<file path="src/wdc_consts.vh">
// Constants for the watchpoint and debug control block
`ifndef WDC_CONSTS_VH
`define WDC_CONSTS_VH

// ==========================================================
// Scan chain field layout
`define WDC_SCAN_LEN 38
`define WDC_SCAN_RW 37
`define WDC_SCAN_ADDR_HI 36
`define WDC_SCAN_ADDR_LO 32
`define WDC_SCAN_DATA_HI 31

// ==========================================================
// Register addresses
`define WDC_ADDR_DBG_CTRL 5'h00
`define WDC_WP0_BASE 2'h1
`define WDC_WP1_BASE 2'h2
`define WDC_SUB_ADDR_VAL 3'h0
`define WDC_SUB_ADDR_MSK 3'h1
`define WDC_SUB_DATA_VAL 3'h2
`define WDC_SUB_DATA_MSK 3'h3
`define WDC_SUB_CTRL_VAL 3'h4
`define WDC_SUB_CTRL_MSK 3'h5

// ==========================================================
// Debug control fields and reset value
`define WDC_DCTL_DISABLE 5
`define WDC_DCTL_MONITOR 4
`define WDC_DCTL_STEP 3
`define WDC_DCTL_INHIBIT 2
`define WDC_DCTL_DEBUG_REQUEST_BIT 1
`define WDC_DCTL_DEBUG_ACKNOWLEDGE 0
`define WDC_DCTL_RESET 6'h10

// ==========================================================
// Watchpoint control fields and reset values
`define WDC_WPC_ENABLE 8
`define WDC_WPC_MODE 3
`define WDC_WPC_CARE 8'hf2
`define WDC_WPC_BASE_CARE 8'h32
`define WDC_WPCV_RESET 9'h000
`define WDC_WPCM_RESET 8'h00
`define WDC_WORD_RESET 32'h00000000

`endif

</file>
<file path="src/wdc_sync.v">
// Two-flop synchroniser for inputs from outside the mclk domain
`timescale 1ns/1ps
module wdc_sync #(
  parameter WIDTH = 1
) (
  input wire mclk, // Core clock
  input wire rst_n, // Async reset, active low
  input wire [WIDTH-1:0] d, // Asynchronous input
  output wire [WIDTH-1:0] q // Synchronised output
);
  reg [WIDTH-1:0] meta_q;
  reg [WIDTH-1:0] sync_q;

  always @(posedge mclk or negedge rst_n) begin
    if (!rst_n) begin
      meta_q <= {WIDTH{1'b0}};
      sync_q <= {WIDTH{1'b0}};
    end else begin
      meta_q <= d;
      sync_q <= meta_q;
    end
  end

  assign q = sync_q;
endmodule

</file>
<file path="src/wdc_watchpoint.v">
// One instruction-fetch watchpoint comparator with its chaining latch
`include "wdc_consts.vh"
`timescale 1ns/1ps
module wdc_watchpoint (
  input wire mclk, // Core clock
  input wire rst_n, // Async reset, active low
  input wire compEnable, // Comparators enabled
  input wire ctrlWrite, // Control value register written
  input wire tstRstSync_n, // Synchronised test reset, active low
  input wire [31:0] addrValue, // Address value
  input wire [31:0] addrMask, // Address mask, 1 ignores bit
  input wire [31:0] dataValue, // Data value
  input wire [31:0] dataMask, // Data mask, 1 ignores bit
  input wire [8:0] ctrlValue, // Control value
  input wire [7:0] ctrlMask, // Control mask
  input wire [31:0] fetchAddr, // Fetch address
  input wire [31:0] fetchData, // Fetched instruction
  input wire instrSetState, // 1 compact, 0 standard fetch
  input wire fetchNotTranslate, // 0 user, 1 privileged
  input wire externalCondition, // External condition line
  input wire chainIn, // Chain input
  input wire rangeIn, // Range input
  output wire match, // Enabled full match
  output wire addrMatch, // Address comparator result
  output wire linkOutput // Chaining latch
);
  wire addrOk;
  wire dataOk;
  wire [7:0] ctlSig;
  wire ctlOk;
  wire ctlBaseOk;
  wire latchWe;
  reg linkOutput_q;

  assign addrOk = ~|((fetchAddr ^ addrValue) & ~addrMask);
  assign dataOk = ~|((fetchData ^ dataValue) & ~dataMask);
  // Bits 2 and 0 are don't care in fetch form; bit 3 cannot be masked
  assign ctlSig = {rangeIn, chainIn, externalCondition,
    fetchNotTranslate, 1'b0, 1'b0, instrSetState, 1'b0};
  assign ctlOk = ~|((ctlSig ^ ctrlValue[7:0]) & ~ctrlMask & `WDC_WPC_CARE) &
    ~ctrlValue[`WDC_WPC_MODE];
  // Latch enable leaves out chain and range to avoid a loop
  assign ctlBaseOk = ~|((ctlSig ^ ctrlValue[7:0]) & ~ctrlMask &
    `WDC_WPC_BASE_CARE) & ~ctrlValue[`WDC_WPC_MODE];
  assign latchWe = addrOk & ctlBaseOk & compEnable;
  assign match = addrOk & dataOk & ctlOk & compEnable &
    ctrlValue[`WDC_WPC_ENABLE];
  assign addrMatch = addrOk & compEnable;

  always @(posedge mclk or negedge rst_n) begin
    if (!rst_n) begin
      linkOutput_q <= 1'b0;
    end else if (ctrlWrite || !tstRstSync_n) begin
      linkOutput_q <= 1'b0;
    end else if (latchWe) begin
      linkOutput_q <= dataOk;
    end
  end

  assign linkOutput = linkOutput_q;
endmodule

</file>
<file path="src/wdc_top.v">
// Watchpoint and debug control logic reached through scan chain 2
`include "wdc_consts.vh"
`timescale 1ns/1ps
// Summary of operation
// - Bit 1 matches instruction-set state
// - Bit 4 matches fetch privilege signal
// - Bit 5 matches per-watchpoint external condition
// - Watchpoint 1 latch feeds watchpoint 0 chain
// - Chain latch loads data compare result
// - Chain latch cleared on control value write, test reset
// - Watchpoint 1 address match feeds range
// - Breakpoint only when enable bit set
// - Six-bit debug control, rw high writes
// - Control bit 5 disables comparators
// - Reset flag disables until chain access
// - Bit 4 selects monitor or halt
// - Monitor bit set at reset
// - Bit 3 drives single-step hardware
// - Bit 2 blocks processor interrupts
// - Bits 1,0 force request and acknowledge
// - Interrupts only when acknowledge, inhibit clear
// - Synchronised request ORed with external request
// - Periphery acknowledge is core OR bit
// - Step runs one instruction then reenters
module wdc_top (
  input wire mclk, // Core clock, 200 MHz
  input wire rst_n, // Debug reset, async, active low
  input wire tck, // Scan clock, sampled
  input wire tdi, // Scan data in
  input wire scanCapture, // Capture state of scan controller
  input wire scanShift, // Shift state of scan controller
  input wire scanUpdate, // Update state of scan controller
  input wire scanChain2Sel, // Scan chain 2 selected
  input wire tstRst_n, // Test reset, active low
  input wire [31:0] fetchAddr, // Instruction fetch address
  input wire [31:0] fetchData, // Fetched instruction
  input wire fetchValid, // Fetch in this cycle
  input wire instrSetState, // 1 compact, 0 standard fetch
  input wire fetchNotTranslate, // 0 user, 1 privileged fetch
  input wire [1:0] externalCondition, // Per-watchpoint conditions
  input wire externalDebugRequest, // External debug request pin
  input wire coreDebugAck, // Core is in debug state
  input wire instrExecuted, // Core finished one instruction
  input wire irqIn, // Interrupt request to gate
  input wire fiqIn, // Fast interrupt request to gate
  output reg tdo, // Scan data out
  output reg instrBreakpointSignal, // Halt-mode breakpoint
  output reg prefetchAbort, // Monitor-mode breakpoint abort
  output reg debugRequestCore, // Debug request to core
  output reg debugAcknowledge, // Acknowledge at periphery
  output reg irqCore, // Gated interrupt request
  output reg fiqCore // Gated fast interrupt request
);
  // ========================================================
  // Single-step states
  localparam [1:0] ST_IDLE = 2'b00;
  localparam [1:0] ST_ARMED = 2'b01;
  localparam [1:0] ST_RUN = 2'b10;
  localparam [1:0] ST_BREAK = 2'b11;

  // ========================================================
  // Declarations
  wire tckS;
  wire tdiS;
  wire captureS;
  wire shiftS;
  wire updateS;
  wire sel2S;
  wire tstRstS_n;
  wire [1:0] extCondS;
  wire extReqS;
  wire reqBitS;
  reg tckPrev_q;
  reg [`WDC_SCAN_LEN-1:0] scan_q;
  reg [5:0] dbgCtrl_q;
  reg compDisFlag_q;
  reg [1:0] stepState_q;
  reg [1:0] stepState_d;
  reg [31:0] readData;
  wire tckRise;
  wire chainAccess;
  wire wrStrobe;
  wire [4:0] scanAddr;
  wire [1:0] wpHit;
  wire compEnable;
  wire interruptInhibit;
  wire ackOut;
  wire bpHit;
  wire [1:0] wpMatch;
  wire [1:0] wpAddrMatch;
  wire [1:0] wpLink;
  wire [1:0] cvWrite;
  reg [31:0] wpAddrVal_q [0:1];
  reg [31:0] wpAddrMsk_q [0:1];
  reg [31:0] wpDataVal_q [0:1];
  reg [31:0] wpDataMsk_q [0:1];
  reg [8:0] wpCtrlVal_q [0:1];
  reg [7:0] wpCtrlMsk_q [0:1];

  // One-hot watchpoint select from a scan address
  function [1:0] wdcWpSel;
    input [4:0] addr;
    begin
      wdcWpSel = 2'b00;
      if (addr[4:3] == `WDC_WP0_BASE) begin
        wdcWpSel = 2'b01;
      end else if (addr[4:3] == `WDC_WP1_BASE) begin
        wdcWpSel = 2'b10;
      end
    end
  endfunction

  // ========================================================
  // Synchronisers
  wdc_sync #(
    .WIDTH(10)
  ) uPinSync (
    .mclk(mclk),
    .rst_n(rst_n),
    .d({tck, tdi, scanCapture, scanShift, scanUpdate, scanChain2Sel,
      tstRst_n, externalCondition, externalDebugRequest}),
    .q({tckS, tdiS, captureS, shiftS, updateS, sel2S,
      tstRstS_n, extCondS, extReqS})
  );

  wdc_sync #(
    .WIDTH(1)
  ) uReqSync (
    .mclk(mclk),
    .rst_n(rst_n),
    .d(dbgCtrl_q[`WDC_DCTL_DEBUG_REQUEST_BIT]),
    .q(reqBitS)
  );

  // ========================================================
  // Scan chain 2 shifter
  assign tckRise = tckS & ~tckPrev_q;
  assign chainAccess = tckRise & sel2S & (captureS | updateS);
  assign scanAddr = scan_q[`WDC_SCAN_ADDR_HI:`WDC_SCAN_ADDR_LO];
  assign wrStrobe = tckRise & sel2S & updateS & ~captureS & ~shiftS &
    scan_q[`WDC_SCAN_RW];
  assign wpHit = wdcWpSel(scanAddr);

  always @(posedge mclk or negedge rst_n) begin
    if (!rst_n) begin
      tckPrev_q <= 1'b0;
      scan_q <= {`WDC_SCAN_LEN{1'b0}};
      tdo <= 1'b0;
    end else begin
      tckPrev_q <= tckS;
      tdo <= scan_q[0];
      if (tckRise && sel2S) begin
        if (captureS) begin
          scan_q[`WDC_SCAN_DATA_HI:0] <= readData;
        end else if (shiftS) begin
          scan_q <= {tdiS, scan_q[`WDC_SCAN_LEN-1:1]};
        end
      end
    end
  end

  // Read mux; unmapped addresses read as zero
  always @* begin
    readData = 32'h00000000;
    if (scanAddr == `WDC_ADDR_DBG_CTRL) begin
      readData = {26'h0, dbgCtrl_q};
    end else if (wdcWpSel(scanAddr) != 2'b00) begin
      case (scanAddr[2:0])
        `WDC_SUB_ADDR_VAL: readData = wpAddrVal_q[scanAddr[4]];
        `WDC_SUB_ADDR_MSK: readData = wpAddrMsk_q[scanAddr[4]];
        `WDC_SUB_DATA_VAL: readData = wpDataVal_q[scanAddr[4]];
        `WDC_SUB_DATA_MSK: readData = wpDataMsk_q[scanAddr[4]];
        `WDC_SUB_CTRL_VAL: readData = {23'h0, wpCtrlVal_q[scanAddr[4]]};
        `WDC_SUB_CTRL_MSK: readData = {24'h000000, wpCtrlMsk_q[scanAddr[4]]};
        default: readData = 32'h00000000;
      endcase
    end
  end

  // ========================================================
  // Debug control register and reset-time disable flag
  always @(posedge mclk or negedge rst_n) begin
    if (!rst_n) begin
      dbgCtrl_q <= `WDC_DCTL_RESET;
      compDisFlag_q <= 1'b1;
    end else begin
      if (chainAccess) begin
        compDisFlag_q <= 1'b0;
      end
      if (wrStrobe && scanAddr == `WDC_ADDR_DBG_CTRL) begin
        dbgCtrl_q <= scan_q[5:0];
      end
    end
  end

  assign compEnable = ~dbgCtrl_q[`WDC_DCTL_DISABLE] & ~compDisFlag_q;

  // ========================================================
  // Watchpoint registers and comparators
  genvar i;
  generate
    for (i = 0; i < 2; i = i + 1) begin : gWp
      assign cvWrite[i] = wrStrobe & wpHit[i] &
        (scanAddr[2:0] == `WDC_SUB_CTRL_VAL);

      always @(posedge mclk or negedge rst_n) begin
        if (!rst_n) begin
          wpAddrVal_q[i] <= `WDC_WORD_RESET;
          wpAddrMsk_q[i] <= `WDC_WORD_RESET;
          wpDataVal_q[i] <= `WDC_WORD_RESET;
          wpDataMsk_q[i] <= `WDC_WORD_RESET;
          wpCtrlVal_q[i] <= `WDC_WPCV_RESET;
          wpCtrlMsk_q[i] <= `WDC_WPCM_RESET;
        end else if (wrStrobe && wpHit[i]) begin
          case (scanAddr[2:0])
            `WDC_SUB_ADDR_VAL: wpAddrVal_q[i] <= scan_q[31:0];
            `WDC_SUB_ADDR_MSK: wpAddrMsk_q[i] <= scan_q[31:0];
            `WDC_SUB_DATA_VAL: wpDataVal_q[i] <= scan_q[31:0];
            `WDC_SUB_DATA_MSK: wpDataMsk_q[i] <= scan_q[31:0];
            `WDC_SUB_CTRL_VAL: wpCtrlVal_q[i] <= scan_q[8:0];
            `WDC_SUB_CTRL_MSK: wpCtrlMsk_q[i] <= scan_q[7:0];
            default: wpCtrlMsk_q[i] <= wpCtrlMsk_q[i];
          endcase
        end
      end

      // Only watchpoint 0 has a partner; watchpoint 1 sees zeros
      wdc_watchpoint uWp (
        .mclk(mclk),
        .rst_n(rst_n),
        .compEnable(compEnable),
        .ctrlWrite(cvWrite[i]),
        .tstRstSync_n(tstRstS_n),
        .addrValue(wpAddrVal_q[i]),
        .addrMask(wpAddrMsk_q[i]),
        .dataValue(wpDataVal_q[i]),
        .dataMask(wpDataMsk_q[i]),
        .ctrlValue(wpCtrlVal_q[i]),
        .ctrlMask(wpCtrlMsk_q[i]),
        .fetchAddr(fetchAddr),
        .fetchData(fetchData),
        .instrSetState(instrSetState),
        .fetchNotTranslate(fetchNotTranslate),
        .externalCondition(extCondS[i]),
        .chainIn((i == 0) ? wpLink[1] : 1'b0),
        .rangeIn((i == 0) ? wpAddrMatch[1] : 1'b0),
        .match(wpMatch[i]),
        .addrMatch(wpAddrMatch[i]),
        .linkOutput(wpLink[i])
      );
    end
  endgenerate

  // ========================================================
  // Single-step sequencer
  // Step bit must only change in debug state; not for monitor mode
  always @* begin
    stepState_d = stepState_q;
    case (stepState_q)
      ST_IDLE: begin
        if (coreDebugAck && dbgCtrl_q[`WDC_DCTL_STEP]) begin
          stepState_d = ST_ARMED;
        end
      end
      ST_ARMED: begin
        if (!dbgCtrl_q[`WDC_DCTL_STEP]) begin
          stepState_d = ST_IDLE;
        end else if (!coreDebugAck) begin
          stepState_d = ST_RUN;
        end
      end
      ST_RUN: begin
        if (instrExecuted) begin
          stepState_d = ST_BREAK;
        end
      end
      ST_BREAK: begin
        if (coreDebugAck) begin
          stepState_d = ST_IDLE;
        end
      end
      default: stepState_d = ST_IDLE;
    endcase
  end

  always @(posedge mclk or negedge rst_n) begin
    if (!rst_n) begin
      stepState_q <= ST_IDLE;
    end else begin
      stepState_q <= stepState_d;
    end
  end

  // ========================================================
  // Core-facing outputs
  assign bpHit = fetchValid & (|wpMatch);
  assign ackOut = coreDebugAck | dbgCtrl_q[`WDC_DCTL_DEBUG_ACKNOWLEDGE];
  assign interruptInhibit = dbgCtrl_q[`WDC_DCTL_INHIBIT];

  always @(posedge mclk or negedge rst_n) begin
    if (!rst_n) begin
      instrBreakpointSignal <= 1'b0;
      prefetchAbort <= 1'b0;
      debugRequestCore <= 1'b0;
      debugAcknowledge <= 1'b0;
      irqCore <= 1'b0;
      fiqCore <= 1'b0;
    end else begin
      // Monitor mode turns breakpoints into prefetch aborts
      instrBreakpointSignal <= (bpHit & ~dbgCtrl_q[`WDC_DCTL_MONITOR]) |
        (stepState_q == ST_BREAK);
      prefetchAbort <= bpHit & dbgCtrl_q[`WDC_DCTL_MONITOR];
      debugRequestCore <= reqBitS | extReqS;
      debugAcknowledge <= ackOut;
      irqCore <= irqIn & ~ackOut & ~interruptInhibit;
      fiqCore <= fiqIn & ~ackOut & ~interruptInhibit;
    end
  end
endmodule

</file>
<file path="config.mk">
export PLATFORM = sky130hd
export DESIGN_NAME = wdc_top
export DESIGN_NICKNAME = d
export VERILOG_FILES = /design/src/wdc_sync.v /design/src/wdc_watchpoint.v /design/src/wdc_top.v
export VERILOG_INCLUDE_DIRS = /design/src
export SDC_FILE = /design/constraint.sdc
export NUM_CORES = 1
export LEC_CHECK = 0
export ABC_AREA = 0
export BUFFER_PORTS_ARGS = -buffer_cell sky130_fd_sc_hd__clkbuf_2
export CAP_MARGIN = 5
export CORE_MARGIN = 5
export CORE_UTILIZATION = 28
export CTS_BUF_LIST = sky130_fd_sc_hd__clkbuf_16
export DETAILED_ROUTE_END_ITERATION = 7
export HOLD_SLACK_MARGIN = 0.1
export PLACE_DENSITY = 0.41
export SLEW_MARGIN = 30
export SYNTH_ARGS = -nofsm -noshare
export SYNTH_HDL_FRONTEND = slang
export SYNTH_SLANG_ARGS = --single-unit
</file>
<file path="constraint.sdc">
create_clock -name mclk -period 2.2 [get_ports mclk]
set_clock_uncertainty 0.05 [all_clocks]
set_input_delay 0.22 -clock mclk [delete_from_list [all_inputs] [get_ports mclk]]
set_output_delay 0.22 -clock mclk [all_outputs]
set_load 0.005 [all_outputs]
</file>
==> results.json <==
{
  "internal-power_uw": 12300,
  "path_buf_inv": 1,
  "clk_latency_ns": 0.57,
  "rr_worst_depth": 8,
  "crit_arrival_ns": 2.77,
  "yosysUniqueCellTypes": 51,
  "power.density_nw_per_um2": 744,
  "tightest_slew_ns": 0.774,
  "initial_core_util_pct": 28.3,
  "grtUsageTotal_pct": 20.3,
  "grt_pass1_vias": 13900,
  "synth_top_area_share_pct": 52.5,
  "final_min_period_over_clock_period_pct": 108,
  "synth.avg_cell_area_um2": 10.7,
  "die_w_um": 260,
  "path_class": "flip-flop to flip-flop",
  "final_area_um2": 22800,
  "synth_area_um2": 17400,
  "ioPinCount": 90,
  "hold_path_class": "input port to asynchronous set/reset pin",
  "postLayoutCoreUtil_pct": 36.9,
  "setup_tns_ns": -0.340,
  "wirelength_um": 69900,
  "placed_area_um2": 20600,
  "p_comb_share_pct": 14.3,
  "fmax_ghz": 0.420,
  "swShare_pct": 27.7,
  "crit_chain": "xnor2_2, o22ai_2, nor4_2, buf_4, nand4_1, or4_4, a31oi_4, nor2_1",
  "synth.area.top_cells": "dfrtp_1, mux2_2, xnor2_1",
  "dieArea_um2": 67400,
  "yosys.area.top_type": "dfrtp_1",
  "use_met3_pct": 3.39,
  "cpLargestDelayFamily": "simple AND/OR/NAND/NOR gates",
  "die_y_um": 260,
  "maxCapViolCount": 0,
  "setup_viol": 2,
  "slew_headroom_pct": 48.4,
  "clock_path_buffers": 3,
  "drtIter0Drc": 940,
  "min_period_ns": 2.38,
  "cts-root-buf": "clkbuf_16",
  "portBuffers": 89,
  "required_ns": 2.59,
  "synthCells": 1624,
  "pre_cts_ws_ns": -0.647,
  "p_leak_uw": 0.0100,
  "wl_per_cell_um": 25.2,
  "drtPass1Iterations": 5,
  "critPathMaxStageDelay_ns": 0.45,
  "cts_buffers": 45,
  "grt.overflow.total": 0,
  "synthTopCellsByCount": "dfrtp_1, nand2_1, o21ai_0, mux2_2, xnor2_1",
  "n_antenna_cell": 0,
  "grtUsageMet2_pct": 31.6,
  "clk_pin_slew_ns": 0.06,
  "nets": 1991,
  "grt_pass1_wl_um": 101000,
  "async_reset_ff_share_pct": 100,
  "syn2layout_area_growth_pct": 30.7,
  "rr_startpoint": "wpAddrVal_q[28]",
  "fin_ws_ns": -0.179,
  "clkPwrFrac_pct": 43.5,
  "grt_busiest_layer": "met2",
  "hpwl_um": 48700,
  "crit_path_end_kind": "flip-flop",
  "grt_start_max_net_pins": 82,
  "ys_ff_latch": 368,
  "core-area_um2": 61700,
  "antenna_found_initial": 0,
  "synth.most_common_cell": "dfrtp_1",
  "cp_slowest_cell": "or4_4",
  "fill_cells": 6291,
  "status": "finished, violations left",
  "routabilityCongestion": 0.858,
  "drc": 0,
  "drive_above_1_share_pct": 32.4,
  "p_sw_uw": 4700,
  "ir_drop_mv": 0.434,
  "regToRegSetupSlack_ns": -0.18,
  "critPathMaxFanout": 2,
  "r2r-end": "prefetchAbort",
  "h-tree-depth": 2,
  "slew_viol_final": 0,
  "p_seq_share_pct": 42.2,
  "rsz0062_at_grt": "yes",
  "yosys_most_used_dff": "dfrtp_1",
  "crit_path_start_kind": "flip-flop",
  "synth_edf_count": 0,
  "violations": "negative setup slack",
  "fin_cells": 2770,
  "synth_warnings": 0,
  "rows": 91,
  "via_per_inst": 4.97,
  "hold_violations": 0,
  "grt_util_met1_pct": 29.3,
  "cts_tree": "built",
  "clock_sinks": 368,
  "seq_area_frac_synth_pct": 52.8,
  "placed_cells": 2667,
  "vias": 13800,
  "synthesis.nets": 1709,
  "final_antenna_net_count": 0
}
-- area by class of cell --
cell class	count	area, um^2	area share [%]
Clock buffer	45	1130	4.94
Clock inverter	29	282	1.23
Inverter	28	105	0.461
Multi-Input combinational cell	1120	8180	35.9
Sequential cell	368	9220	40.4
Tap cell	837	1050	4.59
Timing Repair Buffer	343	2850	12.5
-- cells in the final DEF (no fill, tap or decap), types with 10 or more instances in the layout --
master         Yosys  final
dfrtp_1          366    361
nand2_1          213    203
buf_4              4    198
o21ai_0          191    187
mux2_2           142    142
xnor2_1          135    121
o22ai_1          123    116
clkbuf_2           0     90
mux2i_1           84     84
nor2_1            66     63
clkbuf_16          0     47
inv_1             28     38
buf_12             0     32
a221oi_2           0     28
a221oi_1          56     28
dlygate4sd3_1      0     18
xnor2_2            0     14
nor4_1            16     10
-- cell families after synthesis --
group	synth area share, %
DFF	52.8
and+or+nand+nor	8.40
AOI/OAI and AO/OA	14.6
muxes	14.0
buffers and inverters	3.29
adders and majority gates	0.143
xor gates and xnor gates	6.78
-- power by group through the flow --
stage,clock network (uW),registers [uW],logic (uW)
floorplan,0,7100,1180
global placement,0,7290,2260
detailed placement,0,7290,2260
CTS,7560,7170,2320
global route,7810,7190,2580
finish,7380,7160,2430
-- tightest hold or removal path, stage by stage --
cell and delay (ns):
dlygate4sd3_1 0.56, buf_8 0.20, buf_12 0.20
-- registers in the layout (all words and copies together) (netlist names), 6 cells and up, named ones only --
name / count
wpAddrMsk_q: 64
wpDataMsk_q: 64
uPinSync.meta_q: 10
wpCtrlMsk_q: 16
scan_q: 38
dbgCtrl_q: 6
wpDataVal_q: 64
uPinSync.q: 10
wpAddrVal_q: 64
wpCtrlVal_q: 18
-- worst max-delay path by stage --
stage               startpoint                     to  cells after the start  slack [ns]
5_1_grt        wpAddrVal_q[28]          prefetchAbort                      8       -0.22
2_1_floorplan       scan_q[36]        wpDataVal_q[32]                     10        0.01
3_3_place_gp      fetchAddr[3]  instrBreakpointSignal                      9       -0.68
6_report       wpAddrVal_q[28]          prefetchAbort                      8       -0.18
4_1_cts        wpAddrVal_q[26]  instrBreakpointSignal                      8       -0.18
3_5_place_dp    wpAddrVal_q[3]  instrBreakpointSignal                      8       -0.65
-- routing by layer --
layer / routed length (um) / vias to the layer above
met1: 32900 / 6973
li1: - / 6388
met2: 31900 / 310
met5: 0 / -
met4: 1880 / 0
met3: 3210 / 95
-- per-stage QoR --
stage | total power [uW] | hold WS [ns]
6_report | 17000 | 0.231
2_1_floorplan | 8290 | -0.126
4_1_cts | 17000 | 0.205
3_3_place_gp | 9540 | 0.0715
5_1_grt | 17600 | 0.235
3_5_place_dp | 9550 | 0.0700
-- timing repair --
item,in CTS,in global routing
resized for setup,21,71
hold endpoints to repair,383,0
gates cloned,0,2
buffers inserted,1,9
hold buffers,19,0
setup endpoints to repair,23,24
pin swaps,7,18
(Power assumes the default switching activity.)
